===== src/msel_pkg.sv =====
// Purpose : constants for the mute input source selector
// Assumes : 32-bit apb data, one aligned word per register
// Notes   : shared by the top and the source multiplexer
package msel_pkg;

  // ---------------------------------------------------------------
  // register map
  // ---------------------------------------------------------------
  localparam int          MSEL_ADDR_W      = 32;
  localparam int          MSEL_DATA_W      = 32;
  localparam int          MSEL_SEL_W       = 3;
  localparam logic [31:0] MSEL_CFG_ADDR    = 32'h4000_0020;
  localparam int          MSEL_SEL_LSB     = 0;
  localparam logic [2:0]  MSEL_SEL_RESET   = 3'h0;
  localparam logic [31:0] MSEL_RSVD_READ   = 32'h0000_0000;
  localparam logic [31:0] MSEL_UNMAP_READ  = 32'h0000_0000;

  // ---------------------------------------------------------------
  // source codes
  // ---------------------------------------------------------------
  localparam logic [2:0]  MSEL_SRC_ZERO    = 3'h0;
  localparam logic [2:0]  MSEL_SRC_P0D7    = 3'h1;
  localparam logic [2:0]  MSEL_SRC_P0D8    = 3'h2;
  localparam logic [2:0]  MSEL_SRC_P0D9    = 3'h3;
  localparam logic [2:0]  MSEL_SRC_HFCLK   = 3'h4;
  localparam logic [2:0]  MSEL_SRC_SP0DI   = 3'h5;
  localparam logic [2:0]  MSEL_SRC_SP0CS   = 3'h6;
  localparam logic [2:0]  MSEL_SRC_SP0EN   = 3'h7;

endpackage


===== src/msel_mux.sv =====
// Purpose : eight-way source multiplexer for the mute input
// Assumes : sources already synchronised to pclk
// Notes   : purely combinational
module msel_mux
  import msel_pkg::*;
(
  // select
  input  wire logic [2:0] sel,
  // sources, index equals code
  input  wire logic [7:0] src,
  // result
  output logic            y
);

  always_comb begin
    y = 1'b0;
    case (sel)
      MSEL_SRC_ZERO: y = 1'b0;
      default:       y = src[sel];
    endcase
  end

endmodule


===== src/msel_top.sv =====
// Purpose : apb register and source select for the port-2 mute input
// Assumes : pins arrive asynchronous and are synchronised here
// Notes   : switching between sources is not glitch free
//
// Function
// - select field bits 2:0 is read/write and resets to zero.
// - reserved bits 31:3 read with no guaranteed value; here zero.
// - code 000 drives constant zero onto the mute input.
// - codes 001-011 route port-0 data pins 7, 8, 9 shared lines.
// - code 100 routes the port-2 high-frequency receive clock.
// - codes 101-111 route first serial-peripheral data-in, select, enable pins.
module msel_top
  import msel_pkg::*;
(
  // clock and reset
  input  wire logic                   pclk,
  input  wire logic                   presetn,
  // apb slave
  input  wire logic                   psel,
  input  wire logic                   penable,
  input  wire logic                   pwrite,
  input  wire logic [MSEL_ADDR_W-1:0] paddr,
  input  wire logic [MSEL_DATA_W-1:0] pwdata,
  input  wire logic [3:0]             pstrb,
  output logic      [MSEL_DATA_W-1:0] prdata,
  output logic                        pready,
  output logic                        pslverr,
  // candidate pins
  input  wire logic                   port0_serial_data_pin7,
  input  wire logic                   port0_serial_data_pin8,
  input  wire logic                   port0_serial_data_pin9,
  input  wire logic                   port2_hf_receive_clock,
  input  wire logic                   first_serial_periph_data_in_pin,
  input  wire logic                   first_serial_periph_select_pin,
  input  wire logic                   first_serial_periph_enable_pin,
  // mute input of the port
  output logic                        mute_in,
  output logic      [2:0]             mute_source_sel
);

  // ---------------------------------------------------------------
  // apb decode
  // ---------------------------------------------------------------
  logic [2:0]             sel_q;
  logic [2:0]             sel_d;
  logic [MSEL_DATA_W-1:0] rdata_q;
  logic [MSEL_DATA_W-1:0] rdata_d;
  logic                   hit;
  logic                   wr_en;
  logic                   rd_en;

  assign hit     = (paddr == MSEL_CFG_ADDR);
  assign wr_en   = psel && penable && pwrite && hit && pstrb[0];
  assign rd_en   = psel && !penable && !pwrite;
  assign pready  = 1'b1;
  assign pslverr = 1'b0;

  always_comb begin
    sel_d   = sel_q;
    rdata_d = rdata_q;
    if (wr_en) begin
      sel_d = pwdata[MSEL_SEL_LSB +: MSEL_SEL_W];
    end
    if (rd_en) begin
      if (hit) begin
        rdata_d = MSEL_RSVD_READ;
        rdata_d[MSEL_SEL_LSB +: MSEL_SEL_W] = sel_q;
      end else begin
        rdata_d = MSEL_UNMAP_READ;
      end
    end
  end

  always_ff @(posedge pclk or negedge presetn) begin
    if (!presetn) begin
      sel_q   <= MSEL_SEL_RESET;
      rdata_q <= MSEL_UNMAP_READ;
    end else begin
      sel_q   <= sel_d;
      rdata_q <= rdata_d;
    end
  end

  assign prdata          = rdata_q;
  assign mute_source_sel = sel_q;

  // ---------------------------------------------------------------
  // pin synchronisers
  // ---------------------------------------------------------------
  logic [7:0] pin_raw;
  logic [7:0] sync1_q;
  logic [7:0] sync2_q;
  logic [7:0] sync1_d;
  logic [7:0] sync2_d;
  logic       mute_d;
  logic       mute_q;

  assign pin_raw = {first_serial_periph_enable_pin, first_serial_periph_select_pin,
                    first_serial_periph_data_in_pin, port2_hf_receive_clock,
                    port0_serial_data_pin9, port0_serial_data_pin8,
                    port0_serial_data_pin7, 1'b0};

  always_comb begin
    sync1_d = pin_raw;
    sync2_d = sync1_q;
  end

  genvar gi;
  generate
    for (gi = 0; gi < 8; gi++) begin : g_sync
      always_ff @(posedge pclk or negedge presetn) begin
        if (!presetn) begin
          sync1_q[gi] <= 1'b0;
          sync2_q[gi] <= 1'b0;
        end else begin
          sync1_q[gi] <= sync1_d[gi];
          sync2_q[gi] <= sync2_d[gi];
        end
      end
    end
  endgenerate

  // ---------------------------------------------------------------
  // source select
  // ---------------------------------------------------------------
  msel_mux u_mux (
    .sel (sel_q),
    .src (sync2_q),
    .y   (mute_d)
  );

  always_ff @(posedge pclk or negedge presetn) begin
    if (!presetn) begin
      mute_q <= 1'b0;
    end else begin
      mute_q <= mute_d;
    end
  end

  assign mute_in = mute_q;

  // ---------------------------------------------------------------
  // checks
  // ---------------------------------------------------------------
  sel_reset_a: assert property (@(posedge pclk) $rose(presetn) |-> sel_q == MSEL_SEL_RESET)
    else $error("select not zero after reset");
  mute_reset_a: assert property (@(posedge pclk) $rose(presetn) |-> !mute_in)
    else $error("mute not zero after reset");
  bus_ready_a: assert property (@(posedge pclk) disable iff (!presetn)
      psel && penable |-> pready && !pslverr)
    else $error("access not completed cleanly");
  sel_write_a: assert property (@(posedge pclk) disable iff (!presetn)
      wr_en |=> sel_q == $past(pwdata[MSEL_SEL_LSB +: MSEL_SEL_W]))
    else $error("select write lost");
  sel_hold_a: assert property (@(posedge pclk) disable iff (!presetn)
      !wr_en |=> $stable(sel_q))
    else $error("select changed without write");
  strb_ignore_a: assert property (@(posedge pclk) disable iff (!presetn)
      psel && penable && pwrite && hit && !pstrb[0] |=> $stable(sel_q))
    else $error("write without strobe applied");
  read_data_a: assert property (@(posedge pclk) disable iff (!presetn)
      rd_en && hit |=> prdata[MSEL_SEL_LSB +: MSEL_SEL_W] == $past(sel_q))
    else $error("select read back wrong");
  rd_hold_a: assert property (@(posedge pclk) disable iff (!presetn)
      !rd_en |=> $stable(prdata))
    else $error("read data changed without read");
  rsvd_read_a: assert property (@(posedge pclk) disable iff (!presetn)
      rd_en && hit |=> prdata[31:3] == 29'h0)
    else $error("reserved bits not zero");
  unmap_read_a: assert property (@(posedge pclk) disable iff (!presetn)
      rd_en && !hit |=> prdata == MSEL_UNMAP_READ)
    else $error("unmapped read not zero");

  // ---------------------------------------------------------------
  // route checks
  // ---------------------------------------------------------------
  zero_src_a: assert property (@(posedge pclk) disable iff (!presetn)
      sel_q == MSEL_SRC_ZERO |=> !mute_in)
    else $error("mute not zero for code 0");
  p0d7_src_a: assert property (@(posedge pclk) disable iff (!presetn)
      sel_q == MSEL_SRC_P0D7 |=> mute_in == $past(sync2_q[1]))
    else $error("pin7 route wrong");
  p0d8_src_a: assert property (@(posedge pclk) disable iff (!presetn)
      sel_q == MSEL_SRC_P0D8 |=> mute_in == $past(sync2_q[2]))
    else $error("pin8 route wrong");
  p0d9_src_a: assert property (@(posedge pclk) disable iff (!presetn)
      sel_q == MSEL_SRC_P0D9 |=> mute_in == $past(sync2_q[3]))
    else $error("pin9 route wrong");
  hf_src_a: assert property (@(posedge pclk) disable iff (!presetn)
      sel_q == MSEL_SRC_HFCLK |=> mute_in == $past(sync2_q[4]))
    else $error("clock route wrong");
  sp_di_src_a: assert property (@(posedge pclk) disable iff (!presetn)
      sel_q == MSEL_SRC_SP0DI |=> mute_in == $past(sync2_q[5]))
    else $error("data-in route wrong");
  sp_cs_src_a: assert property (@(posedge pclk) disable iff (!presetn)
      sel_q == MSEL_SRC_SP0CS |=> mute_in == $past(sync2_q[6]))
    else $error("select pin route wrong");
  sp_src_a: assert property (@(posedge pclk) disable iff (!presetn)
      sel_q == MSEL_SRC_SP0EN |=> mute_in == $past(sync2_q[7]))
    else $error("enable route wrong");
  mute_lag_a: assert property (@(posedge pclk) disable iff (!presetn)
      sel_q == $past(sel_q) && sel_q == $past(sel_q, 2) |=> mute_in == $past(pin_raw[sel_q], 3))
    else $error("pin to mute latency wrong");
  sel_apply_a: assert property (@(posedge pclk) disable iff (!presetn)
      wr_en |=> ##1 $past(sel_q) == $past(pwdata[MSEL_SEL_LSB +: MSEL_SEL_W], 2)
        && mute_in == ($past(sel_q) == MSEL_SRC_ZERO ? 1'b0 : $past(sync2_q[sel_q])))
    else $error("select not applied");

  // ---------------------------------------------------------------
  // elaboration checks
  // ---------------------------------------------------------------
  if (MSEL_SEL_LSB + MSEL_SEL_W > MSEL_DATA_W) begin : g_bad_field
    $error("select field lies outside the data word");
  end
  if (MSEL_SEL_W != 3) begin : g_bad_width
    $error("source multiplexer serves a 3-bit select only");
  end

endmodule


===== config.mk =====
export PLATFORM = sky130hd
export DESIGN_NAME = msel_top
export DESIGN_NICKNAME = d
export VERILOG_FILES = /design/src/msel_pkg.sv /design/src/msel_mux.sv /design/src/msel_top.sv
export SDC_FILE = /design/constraint.sdc
export NUM_CORES = 1
export LEC_CHECK = 0
export ABC_AREA = 1
export ABC_CLOCK_PERIOD_IN_PS = 1250
export BUFFER_PORTS_ARGS = -buffer_cell sky130_fd_sc_hd__buf_2
export CORE_MARGIN = 8
export CORE_UTILIZATION = 35
export DETAILED_ROUTE_END_ITERATION = 12
export PLACE_DENSITY = 0.78
export REMOVE_ABC_BUFFERS = 1
export SYNTH_ARGS = -nofsm -noshare
export SYNTH_HDL_FRONTEND = slang
export SYNTH_HIERARCHICAL = 1
export SYNTH_SLANG_ARGS = --single-unit

===== constraint.sdc =====
create_clock -name pclk -period 1.25 [get_ports pclk]
set_input_delay 0.3125 -clock pclk [delete_from_list [all_inputs] [get_ports pclk]]
set_output_delay 0.3125 -clock pclk [all_outputs]
set_load 0.01 [all_outputs]

==> metrics, run 1 <==
run status completed; final WL approximately 2500 µm; Initial Utilization between 30% and 40%; Critical path buffers and inverters 1; final hold slack 107 ps; Final Hold Fails 0; commonest non-fill, non-tap cells in the layout buf_2, nand2_1, conb_1, nor2_1, inv_1; Worst Path Arrival slightly above 900 ps; FMAX between 0.8 and 0.9 GHz; LEAKAGE 0.870 nW; first-pass GRT wire length about 3700 µm; register area between 500 and 600 µm²; VDD IR-drop max 0.646 mV; setup violators final 0; fin. max-slew vios 0; Pwr Density about 820 nW/µm²; antenna violations before repair 0; Syn Area/Cell ~7.6 µm²; WL/cell around 9.4 µm; total chip power about 0.0012 W; Via density around 3.8; sequential power share between 50% and 60%; Routability Congestion about 0.8; dpl hpwl 2160 µm; I/O pins 118; remaining antenna violation count 0; post-layout util 43.9%; Clock transition at path regs around 120 ps; # fillers 342; fin crit share a little over nine tenths; register area share after synthesis 43.6%; TritonCTS Buffers 3; sw frac a little over a quarter; Startpoint Class register; unrepaired setup endpoints after global routing true; Synth area leader dfrtp_1; number of cell rows 21; die height between 70 and 80 µm; hold wc startpoint port2_hf_receive_clock; post-synth top area share 43.6%; Comb power frac between 10 and 15%; total gr overflow 0; Worst path slowest cell dfrtp_1; NetSw 0.000315 W; via count a little under 1000; total track usage about 8.4%; CTS tree built; number of synthesized register bits 21; CP peak stage delay 440 ps; Worst Skew roughly 1.7 ps; post-synthesis cell count about 160; core region area ~3300 µm²; Top Family by Delay on Critical Path flip-flops; root buffer cell clkbuf_4; vias in the first global route between 900 and 1000; hold crit path type primary input to register; largest net degree at the start of global routing 22; Crit Path Max Fanout 5; die width around 75 µm; Critical Path RT ~940 ps; Distinct cells, synth 13; share of layout cells above drive strength 1 33.2%; port bufs 54; crit path from mute_source_sel[2]; clk sinks 21; synth top area cells dfrtp_1, buf_4, nand2_1; ant diodes 0; NumNets Final around 300; CP Class register to output pin; worst r2r src mute_source_sel[0]; DIE AREA about 5600 µm²; crit path cell chain buf_2; multi-input logic area 463 µm²; DRT iter0 DRCs 20; max cap viols 0; CP Capture Type output pin; Clock Power Share 27.1%; clk buf depth 2; Tmin final ~1200 ps; CTS H-tree lvls 1; DRC viols 0; DRT Pass-1 Iters 4; Clk Latency, worst-skew pair 300 ps; most common cell after layout, fill and taps aside buf_2; Int Pwr between 0.0008 and 0.0009 W; YS warnings 6; Syn-to-layout area delta 21.6%; Mapped Area 1210 µm²
[sequential cells by signal, indices dropped and copies added, names as in the netlist]
| register | flops |
|---|---|
| prdata | 3 |
| mute_source_sel | 3 |
| mute_in | 1 |
| sync1_q | 7 |
| sync2_q | 7 |
[what timing repair did]
action | 4_1_cts | 5_1_grt
resized for setup | 1 | 0
setup endpoints to repair | 2 | 1
endpoints found under the hold margin | 21 | 0
hold buffers | 1 | 0
setup buffers | 2 | 0
[synthesized netlist by cell type]
cell type and instances:
nand2_1 37, inv_1 22, o21ai_2 3, buf_4 31, nand2_2 2, nor2_4 1
nand3_1 11, inv_2 3, nand3_2 1, nor2_1 23, nor2_2 1, conb_1 2
dfrtp_1 21
[power groups by stage]
stage / Combinational, W / Sequential (W) / Clock, W
after floorplan: 0.0000785 / 0.000719 / 0
after global placement: 0.000166 / 0.000720 / 0
after detailed placement: 0.000170 / 0.000720 / 0
after CTS: 0.000173 / 0.000707 / 0.000336
after global routing: 0.000201 / 0.000710 / 0.000366
final: 0.000175 / 0.000707 / 0.000327
[layout make-up]
class / count / area share, %
Sequential cell: 21 / 35.9
Multi-Input combinational cell: 110 / 31.6
Timing Repair Buffer: 57 / 20.1
Inverter: 25 / 6.40
Tap cell: 46 / 3.92
Clock buffer: 3 / 1.54
Clock inverter: 1 / 0.512
[path summary, 6_finish.rpt]
check | slack (ps) | endpoint | depth (start not counted)
max in group asynchronous | 450 | mute_source_sel[0] | 2
worst max-delay path | 30 | mute_source_sel[2] | 1
worst max register to register | 240 | mute_in | 7
min in group asynchronous | 470 | sync1_q[6] | 2
worst min-delay path | 110 | sync1_q[4] | 1
worst min register to register | 360 | sync2_q[6] | 0
[metal layers]
| layer | GRT usage (%) | share of wire [%] |
|---|---|---|
| met1 | 7.45 | 34 |
| met5 | 0 | 0 |
| met2 | 16.7 | 52 |
| met4 | 1.96 | 0.69 |
| met3 | 3.73 | 13 |
[metrics by stage]
| stage | area (µm²) | instances | worst slack, ps | TNS, ps |
|---|---|---|---|---|
| floorplan | 1080 | 156 | 248 | 0 |
| CTS | 1470 | 263 | 23.3 | 0 |
| finish | 1470 | 263 | 32.5 | 0 |
| detailed placement | 1410 | 256 | 38.1 | 0 |
| global route | 1470 | 263 | -13.4 | -13.4 |
| global placement | 1410 | 256 | 63.1 | 0 |
[kinds of logic (layout without fill, tap and decap cells)]
group / Yosys count / in the layout / share of synthesized area [%]
and+or+nand+nor: 76 / 76 / 26.6
DFF: 21 / 21 / 43.6
buffers and inverters: 56 / 86 / 27.1
AOI/OAI and AO/OA: 3 / 3 / 2.18
other: 2 / 31 / 0.623
(Power assumes the default switching activity.)
==> run 2, diff against run 1 <==
ABC_CLOCK_PERIOD_IN_PS = unset   (was 1250)
BUFFER_PORTS_ARGS = -buffer_cell sky130_fd_sc_hd__buf_4   (was -buffer_cell sky130_fd_sc_hd__buf_2)
==> run 2 against run 1 <==
Combinational power is 23% higher. Sequential power hardly changed. Wire length is 7.9% higher. First-iteration DRC count is 70% lower. Clock power is 2% higher. Utilization is 4.4 points higher. Largest cell class unchanged. Count of clock-buffer cells in the layout stayed put. Power is 4.0% higher. Die area stayed put. Cell area is 10% higher. Global-route usage is 0.37 points higher.
==> metrics, run 2 (synthesis results as in run 1) <==
run status completed; LEAKAGE roughly 0.9 nW; crit path cell chain buf_6; final WL approximately 2700 µm; CTS tree built; Worst path slowest cell dfrtp_2; FMAX 0.828 GHz; dpl hpwl between 2000 and 2500 µm; die height roughly 75 µm; Via density 3.88; fin crit share between 90 and 100%; fin. max-slew vios 0; Critical Path RT approximately 940 ps; TritonCTS Buffers 3; Startpoint Class register; via count 1025; Comb power frac approximately 17%; WL/cell about 10 µm; total track usage just under 9%; setup TNS 0 ps; DRT Pass-1 Iters 4; Routability Congestion slightly below 0.8; CP peak stage delay approximately 460 ps; VDD IR-drop max 0.548 mV; clk buf depth 2; Initial Utilization approximately 36%; NumNets Final 299; max cap viols 0; vias in the first global route about 950; die width 74.7 µm; Top Family by Delay on Critical Path flip-flops; CP Class register to output pin; CTS H-tree lvls 1; Worst Path Arrival around 900 ps; total gr overflow 0; setup violators final 0; Clock Power Share about a quarter; ant diodes 0; Final Hold Fails 0; first-pass GRT wire length approximately 3800 µm; sw frac between 20% and 30%; Worst Skew 9.99 ps; DRT iter0 DRCs 6; root buffer cell clkbuf_4; Tmin final around 1200 ps; Pwr Density 779 nW/µm²; sequential power share a little under three fifths; unrepaired setup endpoints after global routing false; Syn-to-layout area delta 33.8%; port bufs 54; Int Pwr just over 0.0009 W; Crit Path Max Fanout 4; Critical path buffers and inverters 1; DIE AREA 5580 µm²; NetSw roughly 0.00032 W; most common cell after layout, fill and taps aside buf_4; I/O pins approximately 120; design area roughly 1600 µm²; dpl cell area ~1500 µm²; hold crit path type primary input to register; CP Capture Type output pin; DRC viols 0; core region area around 3300 µm²; largest registers sync1_q: 7 flops, sync2_q: 7 flops; commonest non-fill, non-tap cells in the layout buf_4, nand2_1, conb_1, nor2_1, inv_1; Clock transition at path regs ~120 ps; largest net degree at the start of global routing 22; remaining antenna violation count 0; Clk Latency, worst-skew pair slightly above 300 ps; clk sinks 21; number of cell rows 21; share of layout cells above drive strength 1 between 30 and 40%; antenna violations before repair 0
[run 2: changes by cell type in the layout (fill, tap and decap cells not counted), sizes merged]
cell / previous run / this run
buf: 56 / 57
[run 2: what timing repair did]
| action | in CTS | in global routing |
|---|---|---|
| hold endpoints to repair | 21 | 0 |
| setup endpoints to repair | 2 | 1 |
| cloned | 0 | 0 |
| resized for setup | 1 | 2 |
| setup buffers | 2 | 1 |
| hold buffers | 1 | 0 |
[run 2: final cells by class]
type | count | area [µm²]
inverter | 25 | 93.8
fill | 332 | 1720
clock inverter | 1 | 7.51
timing repair buffer | 58 | 442
multi-input combinational | 110 | 463
tap | 46 | 57.6
clock buffer | 3 | 22.5
sequential | 21 | 528
[run 2: per-stage QoR]
stage | setup WS (ps) | hold WS, ps | cells | power [W] | utilization (%)
finish | 41.9 | 107 | 264 | 0.00126 | 48.4
global route | 2.61 | 67.8 | 264 | 0.00133 | 48.4
CTS | 4.82 | 92.7 | 263 | 0.00127 | 48.0
detailed placement | 38.7 | 206 | 256 | 0.000932 | 46.3
global placement | 49.5 | 203 | 256 | 0.000926 | 46.3
floorplan | 248 | 16.9 | 156 | 0.000798 | -
[run 2: per-layer routing]
metal / vias to the layer above / global-route usage [%] / part of all wire [%]
met3: 4 / 4.26 / 13
met2: 46 / 17.3 / 54
met1: 454 / 7.40 / 32
met4: 0 / 2.61 / 1.0
met5: - / 0 / 0
li1: 521 / - / -
[run 2: path summary, 6_finish.rpt]
| path | depth (start not counted) | end | slack [ps] | from |
|---|---|---|---|---|
| max | 1 | mute_source_sel[2] | 40 | mute_source_sel[2] |
| min | 1 | sync1_q[5] | 110 | first_serial_periph_data_in_pin |
| max reg2reg | 7 | mute_in | 220 | mute_source_sel[0] |
| min reg2reg | 0 | sync2_q[2] | 360 | sync1_q[2] |
| max in group asynchronous | 2 | mute_source_sel[0] | 620 | presetn |
| min in group asynchronous | 2 | sync2_q[2] | 390 | presetn |
[run 2: power by group through the flow]
stage               registers [W]   logic, W  clock network, W
floorplan                0.000719  0.0000785                 0
global placement         0.000720   0.000207                 0
detailed placement       0.000721   0.000211                 0
CTS                      0.000708   0.000214          0.000348
global route             0.000710   0.000239          0.000382
finish                   0.000707   0.000215          0.000334
==> run 3, diff against run 2 <==
CTS_BUF_LIST = sky130_fd_sc_hd__clkbuf_8   (was unset)
==> run 3 against run 2 <==
Final cell count fell by 1.1%. Clock power rose by 30%. Clock skew fell by 7.1 ps. Register-to-register slack improved by 110 ps. Global-route usage fell by 0.50 points. Sequential share of layout area rose by 0.10 points. Fmax rose by 1.4%. Sequential cell count did not move. Wire length fell by 5.5%. Critical path type unchanged.
==> metrics, run 3 (synthesis results as in run 1) <==
Worst path slowest cell dfrtp_2; fin. max-slew vios 0; clk buf depth 2; Syn-to-layout area delta 33.1%; FMAX ~0.84 GHz; Routability Congestion between 0.7 and 0.8; Tmin final approximately 1200 ps; max cap viols 0; Worst Path Arrival a little under 900 ps; unrepaired setup endpoints after global routing false; hold path cells 1; CP peak stage delay approximately 460 ps; total gr overflow 0; Pwr Density around 850 nW/µm²; Worst Hold End sync1_q[5]; vias in the first global route about 900; setup TNS 0 ps; share of layout cells above drive strength 1 between 30% and 40%; root buffer cell clkbuf_8; largest registers sync1_q: 7 flops, sync2_q: 7 flops; die height 74.7 µm; Top Family by Delay on Critical Path flip-flops; commonest non-fill, non-tap cells in the layout buf_4, nand2_1, conb_1, nor2_1, inv_1; CP Class register to output pin; first-pass GRT wire length 3650 µm; port bufs between 50 and 60; Worst Skew 2.85 ps; most common cell after layout, fill and taps aside buf_4; hold crit path type primary input to register; min setup slack post-route between 50 and 60 ps; CTS tree built; Critical Path RT ~940 ps; TritonCTS Buffers 3; number of cell rows 21; antenna violations before repair 0; remaining antenna violation count 0; Post-CTS Repair Setup Buffers 0; clk sinks 21; r2r setup slk 330 ps; NumNets Final around 300; ant diodes 0; Final Hold Fails 0; total track usage slightly above 8%; I/O pins about 120; hold wc startpoint first_serial_periph_data_in_pin; LEAKAGE a little over 0.9 nW; run status completed; WL/cell between 9 and 10 µm; Via density roughly 3.8; via count 994; fin crit share between 90% and 100%; DIE AREA roughly 5600 µm²; DRC viols 0; largest net degree at the start of global routing 22; setup violators final 0; Clk Latency, worst-skew pair roughly 250 ps; die width ~75 µm; VDD IR-drop max 0.547 mV; Critical path buffers and inverters 1; Startpoint Class register; Clock transition at path regs roughly 70 ps; DRT iter0 DRCs 5; DRT Pass-1 Iters 4; Crit Path Max Fanout 8; core region area ~3300 µm²; CP Capture Type output pin; Worst R2R End mute_in; Reg2Reg Depth 6; Initial Utilization about 36%; DP Worst Slack 38.7 ps; crit path cell chain buf_4; CTS H-tree lvls 1; final WL 2530 µm; dpl hpwl between 2000 and 2500 µm; worst r2r src mute_source_sel[0]
## run 3: through the flow
step / hold WS [ps] / instance area, µm² / util, % / power, W / std cells
2_1_floorplan: 16.9 / 1080 / - / 0.000798 / 156
3_3_place_gp: 203 / 1550 / 46.3 / 0.000926 / 256
3_5_place_dp: 206 / 1550 / 46.3 / 0.000932 / 256
4_1_cts: 155 / 1600 / 48.1 / 0.00137 / 261
5_1_grt: 143 / 1610 / 48.1 / 0.00144 / 261
6_report: 161 / 1610 / 48.1 / 0.00136 / 261
## run 3: what timing repair did
item,4_1_cts,5_1_grt
setup endpoints to repair,0,1
hold buffers,1,0
endpoints found under the hold margin,21,0
gates resized for setup,0,1
## run 3: routing by layer
layer	up-vias	track usage, %	wire, µm
met4	0	0	0
met3	0	3.86	335
li1	513	-	-
met2	43	16.9	1370
met1	438	7.47	829
met5	-	0	0
## run 3: layout make-up
type                            count  area (µm²)
Clock buffer                        3        41.3
Clock inverter                      1        7.51
Fill cell                         334        1730
Inverter                           25        93.8
Multi-Input combinational cell    110         463
Sequential cell                    21         527
Tap cell                           46        57.6
Timing Repair Buffer               55         415
## run 3: how the worst max path moves through the flow
stage | startpoint | endpoint | cells past startpoint
floorplan | paddr[23] | mute_source_sel[0] | 8
global placement | paddr[23] | mute_source_sel[0] | 9
detailed placement | paddr[23] | mute_source_sel[0] | 9
CTS | mute_source_sel[0] | mute_source_sel[0] | 1
global route | mute_source_sel[0] | mute_source_sel[0] | 1
finish | mute_source_sel[0] | mute_source_sel[0] | 1
## run 3: power breakdown
part	switching, W	internal, W	leakage, nW
Combinational	0.000104	0.000111	0.626
Sequential	0.00000583	0.000702	0.259
Clock	0.000209	0.000224	0.0217
Total	0.000320	0.00104	0.907
